## config.mk

```make
export PLATFORM = sky130hd
export DESIGN_NAME = qbt_top
export DESIGN_NICKNAME = d
export VERILOG_FILES = /design/src/hw/qbt_pkg.sv /design/src/hw/qbt_lane.sv /design/src/hw/qbt_top.sv
export SDC_FILE = /design/constraint.sdc
export NUM_CORES = 1
export LEC_CHECK = 0
export ABC_AREA = 1
export BUFFER_PORTS_ARGS = -buffer_cell sky130_fd_sc_hd__buf_2
export CAP_MARGIN = 40
export CORE_MARGIN = 3
export CORE_UTILIZATION = 25
export CTS_BUF_LIST = sky130_fd_sc_hd__clkbuf_8
export CTS_CLUSTER_DIAMETER = 60
export DETAILED_ROUTE_END_ITERATION = 10
export PLACE_DENSITY = 0.48
export SETUP_SLACK_MARGIN = 0.2
export SLEW_MARGIN = 30
export SYNTH_ARGS = -nofsm -noshare
export SYNTH_HDL_FRONTEND = slang
export SYNTH_HIERARCHICAL = 1
export SYNTH_SLANG_ARGS = --single-unit
```

## constraint.sdc

```tcl
create_clock -name clk -period 1 [get_ports clk]
set_clock_uncertainty 0.1 [all_clocks]
set_input_delay 0.2 -clock clk [delete_from_list [all_inputs] [get_ports clk]]
set_output_delay 0.2 -clock clk [all_outputs]
set_load 0.005 [all_outputs]
```

## src/hw/qbt_pkg.sv

```systemverilog
// Package of widths and constants for the quad bus transceiver with parity
package qbt_pkg;
    // ---------------------------------------------------------------
    // Widths
    // ---------------------------------------------------------------
    localparam int QBT_WIDTH = 4;                  // Lanes per transceiver
    typedef logic [QBT_WIDTH-1:0] qbt_nib_t;       // One nibble of lanes
    // ---------------------------------------------------------------
    // Reset values
    // ---------------------------------------------------------------
    localparam qbt_nib_t QBT_DRV_RST = 4'h0;       // Driver register after reset
    localparam qbt_nib_t QBT_LATCH_RST = 4'h0;     // Receive latch after reset
    // ---------------------------------------------------------------
    // Parity helper used by generate and check paths
    // ---------------------------------------------------------------
    // Odd parity flag: high when the nibble holds an even number of ones
    function automatic logic qbt_odd_parity(input qbt_nib_t d);
        qbt_odd_parity = ~(^d);
    endfunction : qbt_odd_parity
endpackage : qbt_pkg

```

## src/hw/qbt_lane.sv

```systemverilog
// One bus lane: inverting driver, inverting receiver and receive latch
module qbt_lane
(
    input wire logic clk,
    input wire logic reset_n,
    input wire logic drv_bit,
    input wire logic bus_drive_disable,
    input wire logic receive_hold,
    input wire logic bus_in,
    output logic bus_out,
    output logic bus_en,
    output logic rx_bit
);
    import qbt_pkg::*;

    logic rx_reg;   // Latched receive level
    logic rx_next;  // Next latched level

    // ---------------------------------------------------------------
    // Driver path
    // ---------------------------------------------------------------
    // Bus sees the inverse of the register bit
    assign bus_out = ~drv_bit;

    // Lane drives only while the disable input is low
    assign bus_en = ~bus_drive_disable;

    // ---------------------------------------------------------------
    // Receive latch
    // ---------------------------------------------------------------
    // Open latch follows inverted bus, closed latch keeps its value
    always_comb
    begin
        rx_next = rx_reg;
        if (!receive_hold)
        begin
            rx_next = ~bus_in;
        end
    end

    // Registers the latch state
    always_ff @(posedge clk)
    begin
        if (!reset_n)
        begin
            rx_reg <= QBT_LATCH_RST[0];
        end
        else
        begin
            rx_reg <= rx_next;
        end
    end

    assign rx_bit = rx_reg;
endmodule : qbt_lane

```

## src/hw/qbt_top.sv

```systemverilog
// Quad three-state bus transceiver with odd parity generate and check
// How it works
// Driver register loads data only on driver clock
// Load happens on driver clock rising edge
// Enabled bus drivers output inverted register bits
// Disable high: drivers float, device receives bus
// Receivers invert bus, end to end non-inverted
// Receive hold low: latches follow bus lines
// Receive hold high: latches keep stored data
// Output disable high floats receiver outputs
// Drivers enabled: parity generated from driver data
// Drivers floating: parity checks latched receive data
// Only one agent drives the bus at once
module qbt_top
(
    input wire logic clk,
    input wire logic reset_n,
    input wire qbt_pkg::qbt_nib_t drv_data,
    input wire logic driver_clock,
    input wire logic bus_drive_disable,
    input wire logic receive_hold,
    input wire logic rx_out_disable,
    input wire qbt_pkg::qbt_nib_t bus_in,
    output qbt_pkg::qbt_nib_t bus_out,
    output qbt_pkg::qbt_nib_t bus_oe,
    output qbt_pkg::qbt_nib_t rx_out,
    output qbt_pkg::qbt_nib_t rx_oe,
    output logic parity_out
);
    import qbt_pkg::*;

    // ---------------------------------------------------------------
    // State
    // ---------------------------------------------------------------
    qbt_nib_t drv_reg;          // Driver register
    qbt_nib_t drv_next;         // Next driver register value
    logic dclk_reg;             // Previous driver clock sample
    qbt_nib_t lane_bus;         // Inverted driver bits per lane
    qbt_nib_t lane_oe;          // Drive enable per lane
    qbt_nib_t lane_rx;          // Latched receive bits per lane
    qbt_nib_t bus_out_next;     // Next bus data
    qbt_nib_t bus_oe_next;      // Next bus enables
    qbt_nib_t rx_out_next;      // Next receiver outputs
    qbt_nib_t rx_oe_next;       // Next receiver enables
    logic parity_next;          // Next parity flag
    qbt_nib_t bus_out_reg;      // Registered bus data
    qbt_nib_t bus_oe_reg;       // Registered bus enables
    qbt_nib_t rx_out_reg;       // Registered receiver outputs
    qbt_nib_t rx_oe_reg;        // Registered receiver enables
    logic parity_reg;           // Registered parity flag

    // ---------------------------------------------------------------
    // Driver register
    // ---------------------------------------------------------------
    // Load on a rising driver clock, otherwise hold
    always_comb
    begin
        drv_next = drv_reg;
        if (driver_clock && !dclk_reg)
        begin
            drv_next = drv_data;
        end
    end

    // Registers the driver register and clock history
    always_ff @(posedge clk)
    begin
        if (!reset_n)
        begin
            drv_reg <= QBT_DRV_RST;
            dclk_reg <= 1'b0;
        end
        else
        begin
            drv_reg <= drv_next;
            dclk_reg <= driver_clock;
        end
    end

    // ---------------------------------------------------------------
    // Lanes
    // ---------------------------------------------------------------
    genvar gi;
    generate
        for (gi = 0; gi < QBT_WIDTH; gi++)
        begin : g_lane
            qbt_lane u_lane (
                .clk(clk),
                .reset_n(reset_n),
                .drv_bit(drv_reg[gi]),
                .bus_drive_disable(bus_drive_disable),
                .receive_hold(receive_hold),
                .bus_in(bus_in[gi]),
                .bus_out(lane_bus[gi]),
                .bus_en(lane_oe[gi]),
                .rx_bit(lane_rx[gi])
            );
        end
    endgenerate

    // ---------------------------------------------------------------
    // Output stage
    // ---------------------------------------------------------------
    // Computes bus, receiver and parity outputs
    always_comb
    begin
        bus_out_next = lane_bus;
        // Drivers float while disabled; partner keeps a single driver
        bus_oe_next = lane_oe;
        rx_out_next = lane_rx;
        rx_oe_next = rx_out_disable ? 4'h0 : 4'hf;
        if (!bus_drive_disable)
        begin
            parity_next = qbt_odd_parity(drv_reg);
        end
        else
        begin
            parity_next = qbt_odd_parity(lane_rx);
        end
    end

    // Registers all outputs
    always_ff @(posedge clk)
    begin
        if (!reset_n)
        begin
            bus_out_reg <= 4'h0;
            bus_oe_reg <= 4'h0;
            rx_out_reg <= QBT_LATCH_RST;
            rx_oe_reg <= 4'h0;
            parity_reg <= 1'b0;
        end
        else
        begin
            bus_out_reg <= bus_out_next;
            bus_oe_reg <= bus_oe_next;
            rx_out_reg <= rx_out_next;
            rx_oe_reg <= rx_oe_next;
            parity_reg <= parity_next;
        end
    end

    assign bus_out = bus_out_reg;
    assign bus_oe = bus_oe_reg;
    assign rx_out = rx_out_reg;
    assign rx_oe = rx_oe_reg;
    assign parity_out = parity_reg;

    // ---------------------------------------------------------------
    // Assertions
    // ---------------------------------------------------------------
    a_drv_load_edge: assert property (@(posedge clk) disable iff (!reset_n)
        (driver_clock && !dclk_reg) |=> (drv_reg == $past(drv_data)))
        else $error("driver register missed load on rising driver clock");
    a_drv_hold_value: assert property (@(posedge clk) disable iff (!reset_n)
        !(driver_clock && !dclk_reg) |=> $stable(drv_reg))
        else $error("driver register changed without driver clock edge");
    a_bus_inverted_data: assert property (@(posedge clk) disable iff (!reset_n)
        (driver_clock && !dclk_reg) |=> ##2 (bus_out == ~$past(drv_data, 3)))
        else $error("bus data not inverse of loaded driver data");
    a_bus_float_disable: assert property (@(posedge clk) disable iff (!reset_n)
        bus_drive_disable |=> (bus_oe == 4'h0))
        else $error("bus driven while disabled");
    a_rx_follow_bus: assert property (@(posedge clk) disable iff (!reset_n)
        !receive_hold |=> ##1 (rx_out == ~$past(bus_in, 2)))
        else $error("open latch did not follow inverted bus");
    a_rx_hold_data: assert property (@(posedge clk) disable iff (!reset_n)
        (receive_hold && $past(receive_hold)) |=> $stable(rx_out))
        else $error("closed latch output changed");
    a_rx_float_disable: assert property (@(posedge clk) disable iff (!reset_n)
        rx_out_disable |=> (rx_oe == 4'h0))
        else $error("receiver outputs driven while disabled");
    a_par_gen_mode: assert property (@(posedge clk) disable iff (!reset_n)
        !bus_drive_disable |=> (parity_out == ~(^$past(drv_reg))))
        else $error("generated parity wrong");
    a_par_chk_mode: assert property (@(posedge clk) disable iff (!reset_n)
        bus_drive_disable |=> (parity_out == ~(^$past(lane_rx))))
        else $error("checked parity wrong");
    c_drive_bus: cover property (@(posedge clk) disable iff (!reset_n)
        !bus_drive_disable ##1 (bus_oe == 4'hf));
    c_receive_open: cover property (@(posedge clk) disable iff (!reset_n)
        bus_drive_disable && !receive_hold && !rx_out_disable);
    c_latch_closed: cover property (@(posedge clk) disable iff (!reset_n)
        receive_hold [*3]);
    c_load_edge: cover property (@(posedge clk) disable iff (!reset_n)
        driver_clock && !dclk_reg);
endmodule : qbt_top

```

==> results.cfg, run 1 <==
[run_status]
status = complete, but fails checks
violations = hold timing, setup timing

[worst_setup_path]
worst_r2r_endpoint = parity_out
critPathMaxStageDelay_ns = 0.33
worst-endpoint-required_ns = 0.70
startpoint_type = flop
critical-path-top-delay-family = flip-flops
critPathCaptureType = primary output
crit_path_top_delay_cell = sky130_fd_sc_hd__dfxtp_2
worstPathBufferInverterCount = 1
rrSetupSlack_ns = 0.04
crit_path_cell_trace = buf_2
timing.setup.critical_path_class = reg -> out
timing.reg2reg.worst_path_depth = 6
r2r_path_start = g_lane[0].u_lane/rx_bit
crit_fanout = 4
timing.critical_path.arrival_ns = 0.71

[place]
buffer_ports.inserted = 30
hpwl_mm = 1.28
place_congestion = 0.762
place_area_um2 = 1120

[timing]
tightestPinTransition_ns = 0.212
rsz0062_at_grt = yes
hold_ws_ns = -0.0206
timing.final.crit_share_pct = 101
max_freq_mhz = 991
setup_viol_count_final = 4
slew_viol_final = 0
layout_min_cycle_time_ns = 1.01
final.setup.worst_slack_ns = -0.00878
timing_hold_violations_final = 1
worst_slew_margin_rel_pct = 85.9

[clock_network]
post_cts_setup_buffers = 0
worstSkewPairLatency_ns = 0.26
cts_root_buf = sky130_fd_sc_hd__clkbuf_8
cts_tree = yes
h-tree-depth = 1
clock_sink_count = 23
clock_pin_slew_on_the_worst_setup_and_hold_paths_ns = 0.08
cts_buffers = 3
ctsLongestPathBuffers = 2

[final_layout]
antenna_diodes = 0
layout.nets = 182
layout-area-overhead-vs-synth_pct = 32.7
final_layout_size_suffix_gt1_share_pct = 41.9
mostFrequentLayoutCell = sky130_fd_sc_hd__nand2_1
postLayoutCellArea_um2 = 1220
layout_common_cells = sky130_fd_sc_hd__nand2_1, sky130_fd_sc_hd__buf_2, sky130_fd_sc_hd__inv_1
fill_cells = 354

[global_routing]
leftover_overflow_at_the_end_of_global_routing = 0
grt_max_degree = 14
grt_util_all_layers_pct = 8.02
global_route_wire_length_before_repair_mm = 2.70
grt_antenna_before_repair = 0
number_of_global_route_vias_before_repair = 708

[floorplan]
die_h_um = 66.8
die_footprint_um2 = 4460
floorplan.initialDensity_pct = 26.8
core-area_um2 = 3440
core.rowCount = 21
pin_count = 31
die_width_um = 66.8

[detailed_routing]
drt_pass1_iterations = 4
via_per_inst = 3.76
drt_drc_violations_left = 0
drt-wirelength-per-cell_um = 7.48
count_of_routing_violations_after_the_opening_detailed_route_iteration = 12
antenna_left = 0
route.vias.total = 800
drt_total_wl_mm = 1.59

[flow_run]
max_cap_violations = 0

[hold_path]
min_path_type = in -> reg
timing.hold.worst_endpoint = rx_oe[2]
hold_path_startpoint = rx_out_disable
whs_path_depth = 2

[synth]
mappedNetlistNets = 149
synth_area_per_cell_um2 = 6.84
yosys_warnings = 6
yosys_register_bits = 23
syn-instance-count = 135
cell_area_after_synthesis_um2 = 923
ys_seq_area_share_pct = 49.9
yosys.cell_types.count = 11

[power]
max-vdd-ir-drop_mv = 0.391
power.total_uw = 1850
power_density_nw_per_um2 = 1510
total_leakage_power_uw = 0.000736
## layout make-up
| cell class | count | area (µm²) | area share (%) |
|---|---|---|---|
| Tap cell | 46 | 57.6 | 4.70 |
| Multi-Input combinational cell | 70 | 319 | 26.0 |
| Clock inverter | 1 | 5.00 | 0.409 |
| Inverter | 37 | 141 | 11.5 |
| Clock buffer | 3 | 41.3 | 3.37 |
| Timing Repair Buffer | 33 | 173 | 14.1 |
| Sequential cell | 23 | 488 | 39.8 |
## power breakdown
part	total (µW)	internal, µW	switching [µW]	leakage [µW]
combinational	261	122	139	0.000514
clock	564	278	286	0.0000255
sequential	1020	979	41.3	0.000196
total	1850	1380	467	0.000736
## layer usage
layer	track usage (%)	part of all wire [%]
met4	5.33	3.1
met3	1.52	4.8
met5	0	0
met2	13.5	47
met1	9.12	45
## Yosys cell counts
master / number / share of area (%)
sky130_fd_sc_hd__o21ai_0: 4 / 2.2
sky130_fd_sc_hd__nand2_1: 48 / 20
sky130_fd_sc_hd__dfxtp_1: 23 / 50
sky130_fd_sc_hd__nor2_2: 1 / 0.68
sky130_fd_sc_hd__a21oi_1: 5 / 2.7
sky130_fd_sc_hd__inv_1: 34 / 14
sky130_fd_sc_hd__buf_4: 4 / 3.3
sky130_fd_sc_hd__buf_6: 1 / 1.2
sky130_fd_sc_hd__nand3_2: 1 / 1.1
sky130_fd_sc_hd__inv_2: 3 / 1.2
sky130_fd_sc_hd__nor2_1: 11 / 4.5
## stage by stage
stage	TNS, ns	utilization (%)	setup slack (ns)	cells
after CTS	-0.0823	35.0	-0.0230	213
after floorplan	0	-	0.124	135
after global placement	0	32.6	0.0530	209
after global routing	-0.351	35.6	-0.0547	213
after detailed placement	0	32.6	0.0648	209
final	-0.0295	35.6	-0.00878	213
## cells by family after synthesis
family	share of synthesized area (%)
AND/OR/NAND/NOR	25.7
buffers and inverters	19.5
flip-flops	49.9
AO/OA/AOI/OAI	4.88
## how the worst max path moves through the flow
stage	endpoint	cells after the start	start	slack, ns
2_1_floorplan	parity_out	7	drv_reg[0]	0.12
3_3_place_gp	parity_out	7	drv_reg[0]	0.05
3_5_place_dp	parity_out	7	drv_reg[0]	0.06
4_1_cts	rx_oe[3]	1	rx_oe[2]	-0.02
5_1_grt	rx_oe[0]	1	rx_oe[2]	-0.05
6_report	rx_oe[3]	1	rx_oe[2]	-0.009
## repair_timing
item,CTS,global route
endpoints found under the hold margin,1,1
gates cloned,0,0
endpoints found under the setup margin,22,22
pin swaps,4,7
resized for setup,20,8
No activity file was read; power rests on OpenSTA's default activity.
==> run 2, diff against run 1 <==
Settings changed: ABC_AREA 1 to unset, PLACE_DENSITY 0.48 to 0.49.
==> results.cfg, run 2 <==
[synth]
synth_area_per_cell_um2 = 10.4
syn-instance-count = 81
synth_area_leader_cell = sky130_fd_sc_hd__dfxtp_1
ys_seq_area_share_pct = 54.8
synth_enable_flop_cells = 0
yosys_warnings = 6
synth.top_cells.by_area = sky130_fd_sc_hd__dfxtp_1, sky130_fd_sc_hd__and2_1, sky130_fd_sc_hd__a21boi_2
yosys_register_bits = 23
post-synth-top-count-cell = sky130_fd_sc_hd__dfxtp_1
yosys.cell_types.count = 17
synth-async-reset-ratio_pct = 0
cell_area_after_synthesis_um2 = 841
area_fraction_of_the_dominant_cell_type_after_synthesis_pct = 54.8
mappedNetlistNets = 95
ranking_of_synthesized_cells_by_instance_count = sky130_fd_sc_hd__dfxtp_1, sky130_fd_sc_hd__and2_1, sky130_fd_sc_hd__inv_1
postSynth.topFlopCell = sky130_fd_sc_hd__dfxtp_1

[detailed_routing]
count_of_routing_violations_after_the_opening_detailed_route_iteration = 19
drt_total_wl_mm = 1.39
antenna_left = 0
drt-wirelength-per-cell_um = 8.92
drt_pass1_iterations = 2
via_per_inst = 3.73
drt_drc_violations_left = 0
route.vias.total = 582

[timing]
max_freq_mhz = 972
worst_slew_margin_rel_pct = 79.5
layout_min_cycle_time_ns = 1.03
hold_ws_ns = -0.0139
setup_viol_count_final = 7
rsz0062_at_grt = yes
timing.final.crit_share_pct = 103
timing_hold_violations_final = 1
final.setup.worst_slack_ns = -0.0291
slew_viol_final = 0
tightestPinTransition_ns = 0.307

[floorplan]
die_width_um = 64.0
die_h_um = 64.0
core-area_um2 = 3130
core.rowCount = 20
die_footprint_um2 = 4100
floorplan.initialDensity_pct = 26.9
pin_count = 31

[global_routing]
number_of_global_route_vias_before_repair = 571
grt_antenna_before_repair = 0
grt_max_degree = 25
grt_util_all_layers_pct = 7.66
leftover_overflow_at_the_end_of_global_routing = 0
global_route_wire_length_before_repair_mm = 2.50

[flow_run]
max_cap_violations = 0

[clock_network]
h-tree-depth = 1
cts_root_buf = sky130_fd_sc_hd__clkbuf_8
worstSkewPairLatency_ns = 0.25
clock_pin_slew_on_the_worst_setup_and_hold_paths_ns = 0.08
cts_buffers = 3
cts_tree = yes
ctsLongestPathBuffers = 2
clock_sink_count = 23

[power]
p_clk_share_pct = 30.9
power_frac_comb_pct = 12.4
power_report.internal_total_uw = 1380
total_switching_power_uw = 385
max-vdd-ir-drop_mv = 0.401
seq_power_share_pct = 56.7
power_density_nw_per_um2 = 1570
sw_frac_of_total_pct = 21.9
total_leakage_power_uw = 0.000521

[final_layout]
layout.nets = 127
layout-area-overhead-vs-synth_pct = 33.2
postLayoutCellArea_um2 = 1120
final_layout_size_suffix_gt1_share_pct = 47.3
mostFrequentLayoutCell = sky130_fd_sc_hd__buf_2
antenna_diodes = 0
layout_common_cells = sky130_fd_sc_hd__buf_2, sky130_fd_sc_hd__dfxtp_1, sky130_fd_sc_hd__and2_1

[worst_setup_path]
timing.setup.critical_path_class = reg -> reg
worstPathBufferInverterCount = 1
r2r_path_start = dclk_reg
cp_common_cell = sky130_fd_sc_hd__nor2b_1
crit_fanout = 4
timing.critical_path.arrival_ns = 1.08
crit_path_top_delay_cell = sky130_fd_sc_hd__dfxtp_1
worst_r2r_endpoint = drv_reg[3]
worst-endpoint-required_ns = 1.05
timing.reg2reg.worst_path_depth = 4
startpoint_type = flop
critical-path-top-delay-family = flip-flops
critPathMaxStageDelay_ns = 0.31
crit_path_cell_trace = nor2b_1, buf_4, mux2i_1, nor2b_1
critPathCaptureType = flop
rrSetupSlack_ns = -0.03

[hold_path]
min_path_type = in -> reg
whs_path_depth = 2
hold_path_startpoint = rx_out_disable
timing.hold.worst_endpoint = rx_oe[2]

[place]
buffer_ports.inserted = 30
place_congestion = 0.710
hpwl_mm = 1.05
place_area_um2 = 1030
pre_cts_ws_ns = -0.0578

[run_status]
status = complete, but fails checks
violations = hold timing, setup timing
run 2: changes by cell type after synthesis, moves of 4 or more:
cell | before | now
sky130_fd_sc_hd__inv_1 | 34 | 8
sky130_fd_sc_hd__nand2_1 | 48 | 5
sky130_fd_sc_hd__nor2_1 | 11 | 0
sky130_fd_sc_hd__nor2b_1 | 0 | 6
sky130_fd_sc_hd__mux2i_1 | 0 | 4
sky130_fd_sc_hd__or2_1 | 0 | 4
sky130_fd_sc_hd__xnor2_1 | 0 | 4
sky130_fd_sc_hd__o21ai_0 | 4 | 0
sky130_fd_sc_hd__a21boi_2 | 0 | 4
sky130_fd_sc_hd__a21oi_1 | 5 | 0
sky130_fd_sc_hd__and2_1 | 0 | 12
run 2: area by class of cell:
cell class                      instances  area (µm²)
Timing Repair Buffer                   33         193
Clock inverter                          1        3.75
Clock buffer                            3        41.3
Multi-Input combinational cell         44         327
Fill cell                             341        2010
Inverter                                8        30.0
Tap cell                               44        55.1
Sequential cell                        23         470
run 2: cells by family (layout without fill, tap and decap cells):
group,Yosys count,after routing,share of synthesized area [%]
xor gates and xnor gates,6,6,6.25
buffers and inverters,14,45,7.89
and+or+nand+nor,29,29,20.2
muxes,4,4,4.76
AOI/OAI and AO/OA,5,5,6.10
DFF,23,23,54.8
run 2: worst max-delay path by stage:
stage / from / endpoint / slack [ns] / cells after the start
6_report: dclk_reg / drv_reg[3] / -0.03 / 4
4_1_cts: dclk_reg / drv_reg[3] / -0.05 / 4
2_1_floorplan: dclk_reg / drv_reg[0] / 0.03 / 4
5_1_grt: dclk_reg / drv_reg[3] / -0.11 / 4
3_3_place_gp: driver_clock / drv_reg[3] / -0.03 / 5
3_5_place_dp: driver_clock / drv_reg[3] / -0.06 / 5
run 2: power groups by stage:
| stage | Clock, µW | Sequential (µW) | Combinational, µW |
|---|---|---|---|
| 2_1_floorplan | 0 | 1020 | 125 |
| 3_3_place_gp | 0 | 1020 | 201 |
| 3_5_place_dp | 0 | 1020 | 204 |
| 4_1_cts | 567 | 997 | 212 |
| 5_1_grt | 609 | 1010 | 246 |
| 6_report | 544 | 1000 | 218 |
run 2: metrics by stage:
stage / instances / utilization [%] / TNS, ns / power, µW
CTS: 156 / 34.7 / -0.116 / 1780
global route: 156 / 35.8 / -0.664 / 1860
detailed placement: 151 / 32.8 / -0.103 / 1220
global placement: 151 / 32.8 / -0.0371 / 1220
finish: 156 / 35.8 / -0.0746 / 1760
floorplan: 81 / - / 0 / 1150
run 2: what timing repair did:
| item | 4_1_cts | 5_1_grt |
|---|---|---|
| pin swaps | 3 | 2 |
| setup endpoints to repair | 23 | 24 |
| endpoints found under the hold margin | 1 | 1 |
| cloned | 0 | 0 |
| setup buffers | 1 | 0 |
| resized for setup | 4 | 10 |
run 2: worst reg2reg max path: stages, from the launching register on:
cell                      delay (ns)
sky130_fd_sc_hd__dfxtp_1        0.31
sky130_fd_sc_hd__nor2b_1        0.11
sky130_fd_sc_hd__buf_4          0.15
sky130_fd_sc_hd__mux2i_1        0.20
sky130_fd_sc_hd__nor2b_1        0.06
run 2: routing by layer:
layer  GRT usage, %  up-vias  wire, µm
li1               -      302         -
met1           9.27      261       601
met2           12.4       17       672
met3           2.46        2       106
met4           3.23        0        10
met5              0        -         0
==> run 3, diff against run 2 <==
Settings changed: CORE_UTILIZATION 25 to 45, PLACE_DENSITY 0.49 to 0.77, SETUP_SLACK_MARGIN 0.2 to unset.
==> results.cfg, run 3 (same netlist as run 2, synthesis figures left out) <==
[detailed_routing]
count_of_routing_violations_after_the_opening_detailed_route_iteration = 2
route.vias.total = 567
antenna_left = 0
drt_drc_violations_left = 0
drt-wirelength-per-cell_um = 10.0
drt_total_wl_mm = 1.36
via_per_inst = 4.20
drt_pass1_iterations = 2

[worst_setup_path]
crit_fanout = 4
crit_path_cell_trace = nor2b_1, buf_4, mux2i_1, nor2b_1
worstPathBufferInverterCount = 1
crit_path_top_delay_cell = sky130_fd_sc_hd__dfxtp_1
cp_num_cells = 4
cp_common_cell = sky130_fd_sc_hd__nor2b_1
startpoint_type = flop
timing.critical_path.arrival_ns = 1.06
critPathMaxStageDelay_ns = 0.31
setup.worst_path.start = dclk_reg
critPathCaptureType = flop
critical-path-top-delay-family = flip-flops
rrSetupSlack_ns = -0.01
timing.setup.critical_path_class = reg -> reg
timing.reg2reg.worst_path_depth = 4
worst-endpoint-required_ns = 1.04
r2r_path_start = dclk_reg

[clock_network]
h-tree-depth = 1
worstSkewPairLatency_ns = 0.26
ctsLongestPathBuffers = 2
clock_pin_slew_on_the_worst_setup_and_hold_paths_ns = 0.08
cts_root_buf = sky130_fd_sc_hd__clkbuf_8
cts_tree = yes
clock_sink_count = 23
cts_buffers = 3
post_cts_setup_buffers = 0

[timing]
tightestPinTransition_ns = 0.307
slew_viol_final = 0
layout_min_cycle_time_ns = 1.01
max_freq_mhz = 989
hold_ws_ns = 0.0511
timing_hold_violations_final = 0
rsz0062_at_grt = yes
setup_tns_ns = -0.0441
final.setup.worst_slack_ns = -0.0108
timing.final.crit_share_pct = 101
worst_slew_margin_rel_pct = 79.5
setup_viol_count_final = 6

[place]
hpwl_mm = 1.01
numPlacedInstances = 130
place_congestion = 0.701
place_area_um2 = 992
buffer_ports.inserted = 30

[power]
max-vdd-ir-drop_mv = 0.892
total_leakage_power_uw = 0.000509
power_density_nw_per_um2 = 1630

[final_layout]
layout.nets = 126
finish.utilization_pct = 66.1
layout_common_cells = sky130_fd_sc_hd__buf_2, sky130_fd_sc_hd__dfxtp_1, sky130_fd_sc_hd__and2_1
layout-area-overhead-vs-synth_pct = 28.0
postLayoutCellArea_um2 = 1080
antenna_diodes = 0
layoutNonFillerInstCount = 135
final_layout_size_suffix_gt1_share_pct = 42.3
mostFrequentLayoutCell = sky130_fd_sc_hd__buf_2

[floorplan]
die_footprint_um2 = 2420
core.rowCount = 14
die_h_um = 49.2
die_width_um = 49.2
pin_count = 31
floorplan.initialDensity_pct = 51.6
core-area_um2 = 1630

[global_routing]
leftover_overflow_at_the_end_of_global_routing = 0
grt_antenna_before_repair = 0
global_route_wire_length_before_repair_mm = 2.30
grt_util_all_layers_pct = 12.5
grt_max_degree = 25
number_of_global_route_vias_before_repair = 553

[hold_path]
min_path_type = in -> reg
whs_path_depth = 2
hold_path_startpoint = driver_clock

[run_status]
violations = setup timing
status = complete, but fails checks

[flow_run]
max_cap_violations = 0
run 3: cell types whose count changed in the layout (fill, tap and decap cells not counted), sizes merged:
cell         before  now
buf              33   31
dlygate4sd3       0    1
run 3: worst paths after layout:
path | endpoint
max | drv_reg[3]
min | dclk_reg
max reg2reg | drv_reg[3]
min reg2reg | g_lane[2].u_lane/rx_bit
run 3: per-stage QoR:
step	setup WS (ns)	total power [µW]
after global routing	-0.118	1850
after detailed placement	-0.0207	1220
after floorplan	0.0264	1140
final	-0.0108	1750
after CTS	-0.0159	1760
after global placement	-0.0150	1210
run 3: report_power, final:
| group | total (µW) | internal [µW] | leakage [µW] | switching (µW) |
|---|---|---|---|---|
| Sequential | 1000 | 975 | 0.000193 | 27.0 |
| Combinational | 210 | 127 | 0.000288 | 83.2 |
| Clock | 540 | 273 | 0.0000269 | 267 |
run 3: cell type report:
cell class              instances  area [µm²]
repair buffers                 32         186
inverters                       8        30.0
fillers                       144         553
multi-input cells              44         314
flip-flops and latches         23         470
well taps                      24        30.0
clock inverters                 1        3.75
clock buffers                   3        41.3
run 3: what timing repair did:
| action | CTS | global route |
|---|---|---|
| pin swaps | 2 | 4 |
| gates resized for setup | 3 | 8 |
| endpoints found under the hold margin | 1 | 0 |
| endpoints found under the setup margin | 8 | 14 |
| hold buffers | 1 | 0 |
run 3: routing by layer:
| metal | share of wire, % | vias up | GRT usage [%] | routed length (µm) |
|---|---|---|---|---|
| li1 | - | 300 | - | - |
| met1 | 42 | 248 | 12.5 | 568 |
| met2 | 51 | 17 | 22.1 | 690 |
| met3 | 6.4 | 2 | 3.36 | 87 |
| met4 | 0.59 | 0 | 8.53 | 8 |
| met5 | 0 | - | 0 | 0 |
run 3: worst reg2reg max path, stage by stage (launching register included):
cell and delay, ns:
sky130_fd_sc_hd__dfxtp_1 0.31, sky130_fd_sc_hd__nor2b_1 0.10, sky130_fd_sc_hd__buf_4 0.15, sky130_fd_sc_hd__mux2i_1 0.18, sky130_fd_sc_hd__nor2b_1 0.06
